<file path="config.mk">
export PLATFORM = sky130hd
export DESIGN_NAME = duty_slew_and_lead_angle_ctrl
export DESIGN_NICKNAME = d
export VERILOG_FILES = /design/src/rtl/duty_slew_pkg.sv /design/src/rtl/duty_slew_and_lead_angle_ctrl.sv
export SDC_FILE = /design/constraint.sdc
export NUM_CORES = 1
export LEC_CHECK = 0
export BUFFER_PORTS_ARGS = -buffer_cell sky130_fd_sc_hd__clkbuf_2
export CAP_MARGIN = 20
export CELL_PAD_IN_SITES_DETAIL_PLACEMENT = 2
export CELL_PAD_IN_SITES_GLOBAL_PLACEMENT = 2
export CORE_MARGIN = 1
export CORE_UTILIZATION = 39
export CTS_CLUSTER_DIAMETER = 150
export DETAILED_ROUTE_END_ITERATION = 6
export GPL_ROUTABILITY_DRIVEN = 0
export PLACE_DENSITY_LB_ADDON = 0.1
export SETUP_SLACK_MARGIN = 0.2
export SLEW_MARGIN = 20
export SYNTH_ARGS = -nofsm -noshare
export SYNTH_HDL_FRONTEND = slang
export SYNTH_SLANG_ARGS = --single-unit
</file>
<file path="constraint.sdc">
create_clock -name aclk -period 28.7 [get_ports aclk]
set_clock_uncertainty 0.05 [all_clocks]
set_input_delay 1.435 -clock aclk [delete_from_list [all_inputs] [get_ports aclk]]
set_output_delay 1.435 -clock aclk [all_outputs]
set_load 0.02 [all_outputs]
</file>
<file path="src/rtl/duty_slew_pkg.sv">
// constants, register map, types and lookups of the duty slew and lead angle block
// assumes a 10 MHz aclk and a 32-bit AXI4-Lite register bus
// Operation
// - a catch of a spinning motor loads duty = detected rpm / top speed / 2.
// - top speed codes 0..3 stand for 4096, 8192, 16384 and 32768 rpm.
// - outside stable closed loop, running speed is steered only by bounding the duty change per update.
// - the interval select bit picks 2.7 ms when clear and 10.8 ms when set, in acceleration and open loop only.
// - step codes 1..7 give 2,3,4,6,10,20,56 eighths; 0 is free open loop, 64 closed.
// - from DC excitation to forced commutation duty moves every 2.7 ms by the ramp step.
// - closed loop acceleration and open loop move by the running step at the chosen interval.
// - stable closed loop runs a PI update every 2.7 ms, clamped to the running step.
// - the gain select bit picks 10x/0.25 V when clear and 20x/0.125 V when set.
// - angle codes 0..8 give a fixed lead of code times 3.75 degrees.
// - angle codes 9..15 pick a six-entry lead profile indexed by frequency band.
// - band table 0 uses 100..500 Hz rising and 50..450 Hz falling; 1 or 2 doubles them.
// - without the ramp limit, soft start rises at most 8 counts per 2.7 ms.
// - the ramp step select uses the running step encoding with 0 giving 64 eighths.
package duty_slew_pkg;
	// ************************************************************
	// register map
	// ************************************************************
	localparam logic [7:0] OFS_CFG    = 8'h00;
	localparam logic [7:0] OFS_CTRL   = 8'h04;
	localparam logic [7:0] OFS_TARGET = 8'h08;
	localparam logic [7:0] OFS_STATUS = 8'h0C;
	localparam logic [7:0] OFS_SPEED  = 8'h10;
	localparam int         CATCH_BIT  = 8;
	localparam logic [1:0] RESP_OKAY  = 2'h0;
	localparam logic [1:0] RESP_ERR   = 2'h2;

	// ************************************************************
	// timing and scaling
	// ************************************************************
	localparam int CLK_PERIOD_NS  = 100;
	localparam int STEP_SHORT_US  = 2700;
	localparam int STEP_LONG_US   = 10800;
	localparam int STEP_SHORT_CYC = (STEP_SHORT_US * 1000) / CLK_PERIOD_NS;
	localparam int STEP_LONG_CYC  = (STEP_LONG_US * 1000) / CLK_PERIOD_NS;
	localparam logic [12:0] DUTY_FULL    = 13'h1000;
	localparam logic [12:0] STEP_DEFAULT = 13'h0040;
	localparam logic [11:0] BAND_UP_BASE = 12'h064;
	localparam logic [11:0] BAND_DN_BASE = 12'h032;
	localparam logic [2:0]  BAND_TOP     = 3'h5;
	localparam logic [3:0]  FIXED_MAX    = 4'h8;
	localparam logic [23:0] INTEG_LIM    = 24'h100000;

	// ************************************************************
	// types
	// ************************************************************
	typedef enum logic [2:0] {PH_IDLE, PH_STARTUP, PH_ACCEL, PH_STABLE, PH_OPEN} phase_t;
	typedef struct packed {
		logic       ramp_limit_en;
		logic [1:0] band_table_sel;
		logic [3:0] advance_angle_sel;
		logic       sense_gain_sel;
		logic [2:0] startup_ramp_step_sel;
		logic [2:0] step_size_sel;
		logic       step_interval_sel;
		logic [1:0] top_speed_range;
	} cfg_t;
	localparam cfg_t CFG_RESET = cfg_t'(17'h00000);

	// ************************************************************
	// functions
	// ************************************************************
	// step size in eighths of a duty count
	function automatic logic [12:0] step_eighths(input logic [2:0] code);
		unique case (code)
			3'h0: step_eighths = STEP_DEFAULT;
			3'h1: step_eighths = 13'h0002;
			3'h2: step_eighths = 13'h0003;
			3'h3: step_eighths = 13'h0004;
			3'h4: step_eighths = 13'h0006;
			3'h5: step_eighths = 13'h000A;
			3'h6: step_eighths = 13'h0014;
			3'h7: step_eighths = 13'h0038;
		endcase
	endfunction : step_eighths

	// lead angle in units of 3.75 degrees, band 0 in the low nibble
	function automatic logic [3:0] lead_units(input logic [3:0] code, input logic [2:0] band);
		logic [23:0] row;
		row = 24'h000000;
		case (code)
			4'h9: row = 24'h654442;
			4'hA: row = 24'h654422;
			4'hB: row = 24'h543210;
			4'hC: row = 24'h654321;
			4'hD: row = 24'h765432;
			4'hE: row = 24'h876543;
			4'hF: row = 24'h887531;
			default: row = 24'h000000;
		endcase
		lead_units = (code <= FIXED_MAX) ? code : row[{band, 2'h0} +: 4];
	endfunction : lead_units

	// rising threshold above band k
	function automatic logic [11:0] band_up(input logic [2:0] k, input logic dbl);
		logic [11:0] v;
		v = 12'(BAND_UP_BASE * (12'(k) + 12'h001));
		band_up = dbl ? 12'(v << 1) : v;
	endfunction : band_up

	// falling threshold at the bottom of band k+1
	function automatic logic [11:0] band_dn(input logic [2:0] k, input logic dbl);
		logic [11:0] v;
		v = 12'(BAND_DN_BASE + BAND_UP_BASE * 12'(k));
		band_dn = dbl ? 12'(v << 1) : v;
	endfunction : band_dn

	// byte-lane merge of a bus write
	function automatic logic [31:0] merge(input logic [31:0] old, input logic [31:0] wd,
		input logic [3:0] ws);
		for (int i = 0; i < 4; i++) begin
			merge[i*8 +: 8] = ws[i] ? wd[i*8 +: 8] : old[i*8 +: 8];
		end
	endfunction : merge
endpackage : duty_slew_pkg

</file>
<file path="src/rtl/duty_slew_and_lead_angle_ctrl.sv">
// duty slew limiter, catch duty, PI trim and lead angle selection
// assumes rpm_in and efreq_in come synchronous from the speed detector
`timescale 1ns/1ps
module duty_slew_and_lead_angle_ctrl #(
	parameter int T_SHORT_CYC = duty_slew_pkg::STEP_SHORT_CYC,
	parameter int T_LONG_CYC  = duty_slew_pkg::STEP_LONG_CYC
) (
	input  wire logic        aclk,
	input  wire logic        aresetn,
	input  wire logic [7:0]  awaddr,
	input  wire logic        awvalid,
	output logic             awready,
	input  wire logic [31:0] wdata,
	input  wire logic [3:0]  wstrb,
	input  wire logic        wvalid,
	output logic             wready,
	output logic [1:0]       bresp,
	output logic             bvalid,
	input  wire logic        bready,
	input  wire logic [7:0]  araddr,
	input  wire logic        arvalid,
	output logic             arready,
	output logic [31:0]      rdata,
	output logic [1:0]       rresp,
	output logic             rvalid,
	input  wire logic        rready,
	input  wire logic [15:0] rpm_in,
	input  wire logic [11:0] efreq_in,
	output logic [9:0]       duty_out,
	output logic [3:0]       lead_angle_out,
	output logic [2:0]       freq_band_out,
	output logic             monitor_gain_hi
);
	// ************************************************************
	// state
	// ************************************************************
	duty_slew_pkg::cfg_t   cfg;
	duty_slew_pkg::phase_t phase;
	logic [7:0]  aw_addr;
	logic [31:0] w_data;
	logic [3:0]  w_strb;
	logic        aw_got;
	logic        w_got;
	logic [9:0]  target_duty;
	logic [15:0] target_rpm;
	logic [12:0] duty_acc;
	logic [16:0] tick_cnt;
	logic signed [23:0] integ;
	logic [2:0]  band;

	// ************************************************************
	// bus decode
	// ************************************************************
	// write fires once address and data are both held
	wire         wr_fire   = aw_got & w_got & ~bvalid;
	wire         wr_cfg    = wr_fire & (aw_addr == duty_slew_pkg::OFS_CFG);
	wire         wr_ctrl   = wr_fire & (aw_addr == duty_slew_pkg::OFS_CTRL);
	wire         wr_target = wr_fire & (aw_addr == duty_slew_pkg::OFS_TARGET);
	wire         wr_hit    = wr_cfg | wr_ctrl | wr_target;
	wire  [31:0] cfg_word  = {15'h0000, cfg};
	wire  [31:0] tgt_word  = {target_rpm, 6'h00, target_duty};
	wire  [31:0] cfg_new   = duty_slew_pkg::merge(cfg_word, w_data, w_strb);
	wire  [31:0] tgt_new   = duty_slew_pkg::merge(tgt_word, w_data, w_strb);
	wire         phase_ok  = w_strb[0] & (w_data[2:0] <= 3'h4);
	wire         catch_fire = wr_ctrl & w_strb[1] & w_data[duty_slew_pkg::CATCH_BIT];
	wire  [31:0] stat_word = {13'h0000, band, lead_angle_out, 2'h0, duty_out};
	wire  [31:0] rd_word   =
		(araddr == duty_slew_pkg::OFS_CFG)    ? cfg_word :
		(araddr == duty_slew_pkg::OFS_CTRL)   ? {29'h0000000, phase} :
		(araddr == duty_slew_pkg::OFS_TARGET) ? tgt_word :
		(araddr == duty_slew_pkg::OFS_STATUS) ? stat_word :
		(araddr == duty_slew_pkg::OFS_SPEED)  ? {4'h0, efreq_in, rpm_in} : 32'h00000000;
	wire         rd_hit    = (araddr == duty_slew_pkg::OFS_CFG) |
		(araddr == duty_slew_pkg::OFS_CTRL) | (araddr == duty_slew_pkg::OFS_TARGET) |
		(araddr == duty_slew_pkg::OFS_STATUS) | (araddr == duty_slew_pkg::OFS_SPEED);

	// write channels, taken in either order
	always_ff @(posedge aclk) begin
		if (!aresetn) begin
			awready <= 1'b1;
			wready  <= 1'b1;
			aw_got  <= 1'b0;
			w_got   <= 1'b0;
			aw_addr <= 8'h00;
			w_data  <= 32'h00000000;
			w_strb  <= 4'h0;
			bvalid  <= 1'b0;
			bresp   <= duty_slew_pkg::RESP_OKAY;
		end else begin
			if (awvalid && awready) begin
				aw_addr <= awaddr;
				aw_got  <= 1'b1;
				awready <= 1'b0;
			end
			if (wvalid && wready) begin
				w_data <= wdata;
				w_strb <= wstrb;
				w_got  <= 1'b1;
				wready <= 1'b0;
			end
			if (wr_fire) begin
				bvalid <= 1'b1;
				bresp  <= wr_hit ? duty_slew_pkg::RESP_OKAY : duty_slew_pkg::RESP_ERR;
				aw_got <= 1'b0;
				w_got  <= 1'b0;
			end
			if (bvalid && bready) begin
				bvalid  <= 1'b0;
				awready <= 1'b1;
				wready  <= 1'b1;
			end
		end
	end

	// read channel, one answer per address
	always_ff @(posedge aclk) begin
		if (!aresetn) begin
			arready <= 1'b1;
			rvalid  <= 1'b0;
			rdata   <= 32'h00000000;
			rresp   <= duty_slew_pkg::RESP_OKAY;
		end else if (arvalid && arready) begin
			arready <= 1'b0;
			rvalid  <= 1'b1;
			rdata   <= rd_word;
			rresp   <= rd_hit ? duty_slew_pkg::RESP_OKAY : duty_slew_pkg::RESP_ERR;
		end else if (rvalid && rready) begin
			rvalid  <= 1'b0;
			arready <= 1'b1;
		end
	end

	// software registers
	always_ff @(posedge aclk) begin
		if (!aresetn) begin
			cfg         <= duty_slew_pkg::CFG_RESET;
			phase       <= duty_slew_pkg::PH_IDLE;
			target_duty <= 10'h000;
			target_rpm  <= 16'h0000;
		end else begin
			if (wr_cfg)
				cfg <= duty_slew_pkg::cfg_t'(cfg_new[16:0]);
			if (wr_ctrl && phase_ok)
				phase <= duty_slew_pkg::phase_t'(w_data[2:0]);
			if (wr_target) begin
				target_duty <= tgt_new[9:0];
				target_rpm  <= tgt_new[31:16];
			end
		end
	end

	// ************************************************************
	// update interval
	// ************************************************************
	// long interval only in acceleration and open loop
	wire         long_ivl = cfg.step_interval_sel &
		((phase == duty_slew_pkg::PH_ACCEL) | (phase == duty_slew_pkg::PH_OPEN));
	wire  [16:0] tick_lim = long_ivl ? 17'(T_LONG_CYC - 1) : 17'(T_SHORT_CYC - 1);
	wire         tick     = (phase != duty_slew_pkg::PH_IDLE) & (tick_cnt >= tick_lim);

	// interval counter, held at zero while idle
	always_ff @(posedge aclk) begin
		if (!aresetn || phase == duty_slew_pkg::PH_IDLE || tick)
			tick_cnt <= 17'h00000;
		else
			tick_cnt <= tick_cnt + 17'h00001;
	end

	// ************************************************************
	// step size and goal
	// ************************************************************
	// open loop code 0 is unlimited
	wire         free_run = (phase == duty_slew_pkg::PH_OPEN) & (cfg.step_size_sel == 3'h0);
	wire  [12:0] run_step = free_run ? duty_slew_pkg::DUTY_FULL :
		duty_slew_pkg::step_eighths(cfg.step_size_sel);
	wire  [12:0] ss_step  = cfg.ramp_limit_en ?
		duty_slew_pkg::step_eighths(cfg.startup_ramp_step_sel) : duty_slew_pkg::STEP_DEFAULT;
	wire  [12:0] step     = (phase == duty_slew_pkg::PH_STARTUP) ? ss_step : run_step;
	wire  [12:0] tgt_raw  = {target_duty, 3'h0};
	wire  [12:0] tgt_goal = (tgt_raw > duty_slew_pkg::DUTY_FULL) ? duty_slew_pkg::DUTY_FULL :
		tgt_raw;

	// PI trim relative to the present duty
	wire signed [17:0] err     = $signed({2'h0, target_rpm}) - $signed({2'h0, rpm_in});
	wire signed [23:0] int_sum = integ + 24'(err);
	wire signed [24:0] pi_sum  = $signed({12'h000, duty_acc}) + 25'(err >>> 2) +
		25'(integ >>> 6);
	wire  [12:0] pi_goal  = pi_sum[24] ? 13'h0000 :
		(pi_sum > $signed({12'h000, duty_slew_pkg::DUTY_FULL})) ? duty_slew_pkg::DUTY_FULL :
		pi_sum[12:0];
	wire  [12:0] goal     = (phase == duty_slew_pkg::PH_STABLE) ? pi_goal : tgt_goal;

	// bounded move toward the goal, never past 0 or full
	wire  [12:0] up_gap   = goal - duty_acc;
	wire  [12:0] dn_gap   = duty_acc - goal;
	wire  [12:0] next_acc = (goal > duty_acc) ?
		duty_acc + ((up_gap < step) ? up_gap : step) :
		duty_acc - ((dn_gap < step) ? dn_gap : step);

	// catch duty, rpm over top speed over two in eighths
	wire  [15:0] catch_raw = rpm_in >> ({1'b0, cfg.top_speed_range} + 3'h1);
	wire  [12:0] catch_val = (catch_raw > 16'(duty_slew_pkg::DUTY_FULL)) ?
		duty_slew_pkg::DUTY_FULL : catch_raw[12:0];
	wire  [12:0] acc_upd  = catch_fire ? catch_val : tick ? next_acc : duty_acc;

	// duty accumulator and its output
	always_ff @(posedge aclk) begin
		if (!aresetn) begin
			duty_acc <= 13'h0000;
			duty_out <= 10'h000;
		end else begin
			duty_acc <= acc_upd;
			duty_out <= acc_upd[12:3];
		end
	end

	// integrator runs only in stable closed loop
	always_ff @(posedge aclk) begin
		if (!aresetn || phase != duty_slew_pkg::PH_STABLE)
			integ <= 24'sh000000;
		else if (tick)
			integ <= (int_sum > $signed(duty_slew_pkg::INTEG_LIM)) ?
				$signed(duty_slew_pkg::INTEG_LIM) :
				(int_sum < -$signed(duty_slew_pkg::INTEG_LIM)) ?
				-$signed(duty_slew_pkg::INTEG_LIM) : int_sum;
	end

	// ************************************************************
	// frequency band and lead angle
	// ************************************************************
	// doubled table for any nonzero select
	wire         dbl      = |cfg.band_table_sel;
	wire  [11:0] up_thr   = duty_slew_pkg::band_up(band, dbl);
	wire  [11:0] dn_thr   = duty_slew_pkg::band_dn(band - 3'h1, dbl);
	// move one band only past the threshold of its direction
	wire  [2:0]  next_band = (band < duty_slew_pkg::BAND_TOP && efreq_in > up_thr) ?
		band + 3'h1 : (band != 3'h0 && efreq_in <= dn_thr) ? band - 3'h1 : band;

	// band, lead angle and gain select outputs
	always_ff @(posedge aclk) begin
		if (!aresetn) begin
			band            <= 3'h0;
			freq_band_out   <= 3'h0;
			lead_angle_out  <= 4'h0;
			monitor_gain_hi <= 1'b0;
		end else begin
			band            <= next_band;
			freq_band_out   <= next_band;
			lead_angle_out  <= duty_slew_pkg::lead_units(cfg.advance_angle_sel, band);
			monitor_gain_hi <= cfg.sense_gain_sel;
		end
	end

	logic [12:0] acc_prev_q;

	// duty one edge back, for the step size checks
	always_ff @(posedge aclk) begin
		acc_prev_q <= duty_acc;
	end

	wire [12:0] acc_delta  = (duty_acc > acc_prev_q) ? duty_acc - acc_prev_q :
		acc_prev_q - duty_acc;
endmodule : duty_slew_and_lead_angle_ctrl

</file>
==> run summary <==
The flow ran to the end, and the final reports show no timing, DRC or antenna violations. The first global-routing pass estimated 99,570 um of wire. The die is 203.8 um wide.

Fraction of final layout cells with drive strength greater than 1: 0.1169. The internal power came out at 519.9 uW. Total detailed-routing wirelength: 64,130 um. Ranked by total cell area, the synthesized netlist is headed by sky130_fd_sc_hd__dfxtp_1 (25%), sky130_fd_sc_hd__ha_1 (13%), sky130_fd_sc_hd__a21oi_1 (6.3%). The most instantiated library cell after synthesis was sky130_fd_sc_hd__nand2_1. The run gives 0.334 as the share of total power in combinational logic. After synthesis the cells add up to 0.01588 mm^2. For the fraction of power consumed by sequential logic, the log shows 0.352. At the pin with the least slew margin, the transition time is 1.108 ns. Using the TritonRoute via totals, the vias-per-cell ratio works out to 6.014. The run gives 29.06 ns as the endpoint required time on the critical path. The wire length on met3 is 1882 um. The logs give 200 for the number of clock sinks seen by CTS and 7.371 nW for the leakage power. The tools report the met2 routed wirelength as 31,130 um.

The fraction of synthesis flops using an asynchronous set or reset pin was 0. The number of slew-limit violations in the final report came out at 0. The tools report the kind of launch point of the worst setup path as a primary input. The core utilization of the finished layout was 0.4406. In the final design database the tool counted 2,399 nets. The run gives 0.2584 as the remaining max-slew budget at the tightest pin. The maximum VDD drop is 0.07090 mV. The fraction of the yosys area taken by sequential cells was 0.2522.

Setup violations remaining at the end of the flow were counted as 0. The per-cell routed wire length is 24.07 um. The worst setup path is captured at a flip-flop.

The core region is 0.03991 mm^2. TritonCTS built the clock tree. The hold violation total from the final report was 0; the initial antenna violation count was 1. The synthesized area per cell is 7.736 um^2, and the area share of the leading cell type in the synthesized netlist is 0.2522. Derived from the worst setup path, the maximum achievable clock frequency is 71.95 MHz. Entering global routing, the biggest net connects 53 pins.

Summed over all instances, the cell type with the most area after synthesis is sky130_fd_sc_hd__dfxtp_1. On the worst path, the slowest cell contributes a delay of 0.61 ns. The initial cell density of the core was 0.3977.

The tightest min-delay check is of the reg2reg type. The final worst-path cycle share is 0.4843. The most used flip-flop cell after synthesis is sky130_fd_sc_hd__dfxtp_1. Power spread over the standard cell area amounts to 48.19 mW/mm^2.

Synthesis instantiated 83 different standard cells from the library. Number of nets with antenna violations after routing: 0. Once detailed placement completed, the half-perimeter wirelength came to 50,340 um.

The number of clock buffers added by TritonCTS is 17. The logs give 0.314 for the share of power burned in the clock network and 4 for the deepest level of the CTS H-tree. In this run, placement finished with an instance count of 2,631. The post-cts repair resize count was 0. The area growth from synthesis to layout is 10.77%. The count of flip-flops with a built-in enable after synthesis is 0. Fill cells in the final layout number 4,640.

The via count of the first global-routing pass was 17,050; the wire length the detailed router placed on met1 was 29,020 um. The clock-pin slew reported for the worst setup and hold paths after clock tree synthesis is 0.09 ns, and the net switching power is 327.6 uW. In this run, the number of DRC markers left after iteration 0 of detailed routing was 841.

The die is 203.8 um tall. Setup repair after global routing left no endpoint under its margin. After detailed placement, the total cell area comes to 0.01693 mm^2.

The logs give 0 for the number of setup buffers added after CTS and 0.3102 for the global-route total usage across every layer. Max-cap violations in this run came to 0. Largest driver fanout on the critical path: 24.

In the final timing run, aggregate negative setup slack is 0 ns. The cell with the largest stage delay on the worst path is sky130_fd_sc_hd__or2_1. The highest metal layer carrying signal wires in the routed design is met4. The initialized floorplan defines 73 standard-cell rows. Cell chosen for the clock root: sky130_fd_sc_hd__clkbuf_16. In this run the deepest clock path goes through 2 buffers. The logs give 0.04152 mm^2 for the die area and 0 for the count of yosys warnings during synthesis. For this run the aggregate overflow at the end of global routing stands at 0. The finished cells cover 0.01759 mm^2. The count of buffers inserted at the top-level ports is 143, and the number of buffers added to fix hold violations after cts is 0. After synthesis, the most frequently instantiated cells are sky130_fd_sc_hd__nand2_1 (255), sky130_fd_sc_hd__a21oi_1 (201), sky130_fd_sc_hd__dfxtp_1 (200), sky130_fd_sc_hd__nor2_1 (179), sky130_fd_sc_hd__ha_1 (165). STA puts the critical path data arrival time at 14.26 ns. The run gives 146 as the number of top-level pins.

In the routed design, unresolved DRC markers number 0. Across all layers, the routed design uses 16,020 vias. The minimum period implied by the final worst setup slack is 13.90 ns. The tools report the latest clock arrival within the worst-skew pair as 0.49 ns. Counting flops and latches in the post-synthesis netlist gives 200. The most numerous cell type found on the critical path is sky130_fd_sc_hd__o21ai_0. The tools report the post-synthesis cell count as 2,052. Kind of critical path: in2reg. The first detailed-routing pass took 6 iterations. The finished layout holds 2,664 standard cells, fillers aside.

The switching fraction of total power was 0.3865.
[per-layer routing]
| layer | vias to the layer above | track usage |
|---|---|---|
| met5 | - | 0 |
| met3 | 105 | 0.02956 |
| met4 | 0 | 0.1184 |
| li1 | 7477 | - |
| met1 | 8095 | 0.3944 |
| met2 | 343 | 0.5388 |
[through the flow]
step	power (mW)	setup WS, ns	hold slack, ns
final	0.8474	14.80	0.4130
after global placement	0.5650	15.28	0.3910
after detailed placement	0.5836	14.57	0.4014
after CTS	0.8508	14.92	0.4132
after global routing	0.8960	13.81	0.4381
after floorplan	0.4983	16.23	0.3808
[area by class of cell]
class,count,area (um^2),share of cell area
diodes,1,2.502,0.0001423
clock buffers,17,425.4,0.02419
clock inverters,15,222.7,0.01266
inverters,123,464.2,0.02640
multi-input cells,1624,10970,0.6241
flip-flops and latches,200,4004,0.2277
well taps,525,656.9,0.03735
repair buffers,159,835.8,0.04753
[path summary, 6_finish.rpt]
path / start / endpoint / slack [ns] / depth (start not counted)
hold reg to reg: w_data[28] / w_data[28] / 0.41 / 2
setup reg to reg: target_rpm[0] / duty_out[9] / 15.37 / 55
hold / removal: w_data[28] / w_data[28] / 0.41 / 2
setup / recovery: rpm_in[0] / duty_out[9] / 14.80 / 55
[power groups by stage]
stage	clock network (mW)	logic (mW)	registers, mW
after floorplan	0	0.197	0.301
after global placement	0	0.262	0.303
after detailed placement	0	0.279	0.304
after CTS	0.270	0.283	0.298
after global routing	0.281	0.315	0.299
final	0.266	0.283	0.298
[flip-flops by register name (all words and copies together), names as in the netlist, 3 cells and up, named ones only]
name / count
duty_acc: 3
target_rpm: 16
band: 3
w_data: 32
target_duty: 10
integ: 24
duty_out: 10
rdata: 32
aw_addr: 8
cfg: 17
tick_cnt: 17
w_strb: 4
phase: 3
lead_angle_out: 4
[critical path, delay by kind of cell]
kind	cells	cell delay [ns]
multiplexers	2	0.75
AO/OA/AOI/OAI	23	5.27
buffers and inverters	3	0.45
AND/OR/NAND/NOR	14	2.84
adder cells (fa/ha/maj)	8	2.59
XOR/XNOR	5	0.91
[placed cells by master (no fill, tap or decap), types with 9 or more instances in the layout]
| cell type | netlist | layout |
|---|---|---|
| sky130_fd_sc_hd__nand2_1 | 255 | 255 |
| sky130_fd_sc_hd__a21oi_1 | 201 | 201 |
| sky130_fd_sc_hd__dfxtp_1 | 200 | 200 |
| sky130_fd_sc_hd__nor2_1 | 179 | 179 |
| sky130_fd_sc_hd__ha_1 | 165 | 165 |
| sky130_fd_sc_hd__clkbuf_2 | 0 | 143 |
| sky130_fd_sc_hd__inv_1 | 121 | 120 |
| sky130_fd_sc_hd__nand3_1 | 85 | 85 |
| sky130_fd_sc_hd__o21ai_0 | 83 | 83 |
| sky130_fd_sc_hd__xnor2_1 | 54 | 54 |
| sky130_fd_sc_hd__nor3_1 | 53 | 51 |
| sky130_fd_sc_hd__a22oi_1 | 37 | 37 |
| sky130_fd_sc_hd__xor2_1 | 36 | 36 |
| sky130_fd_sc_hd__a21o_1 | 28 | 28 |
| sky130_fd_sc_hd__nor2b_1 | 28 | 28 |
| sky130_fd_sc_hd__a211oi_1 | 24 | 24 |
| sky130_fd_sc_hd__o21a_1 | 24 | 24 |
| sky130_fd_sc_hd__fa_1 | 22 | 22 |
| sky130_fd_sc_hd__and2_1 | 22 | 21 |
| sky130_fd_sc_hd__a31oi_1 | 21 | 21 |
| sky130_fd_sc_hd__a22o_1 | 17 | 17 |
| sky130_fd_sc_hd__clkbuf_16 | 0 | 17 |
| sky130_fd_sc_hd__nand2b_1 | 16 | 16 |
| sky130_fd_sc_hd__buf_4 | 12 | 16 |
| sky130_fd_sc_hd__and3_1 | 15 | 15 |
| sky130_fd_sc_hd__nand4_1 | 15 | 15 |
| sky130_fd_sc_hd__or3_1 | 13 | 13 |
| sky130_fd_sc_hd__a21boi_0 | 13 | 13 |
| sky130_fd_sc_hd__nor4_1 | 12 | 12 |
| sky130_fd_sc_hd__o211ai_1 | 12 | 12 |
| sky130_fd_sc_hd__a222oi_1 | 12 | 12 |
| sky130_fd_sc_hd__or2_2 | 11 | 11 |
| sky130_fd_sc_hd__mux2i_1 | 11 | 11 |
| sky130_fd_sc_hd__a221oi_1 | 11 | 11 |
| sky130_fd_sc_hd__mux4_2 | 11 | 11 |
| sky130_fd_sc_hd__mux2_2 | 10 | 10 |
| sky130_fd_sc_hd__o22ai_1 | 9 | 9 |
| sky130_fd_sc_hd__a221o_1 | 9 | 9 |
[cell families after synthesis]
logic type,after synthesis,share of synthesized area
fa+ha+maj,187,0.1578
other cells,1,0.0002362
buf+inv,230,0.05848
flops,200,0.2522
compound gates,576,0.2375
simple gates,736,0.2145
xor+xnor,90,0.04965
mux,32,0.02963
(Power assumes the default switching activity.)
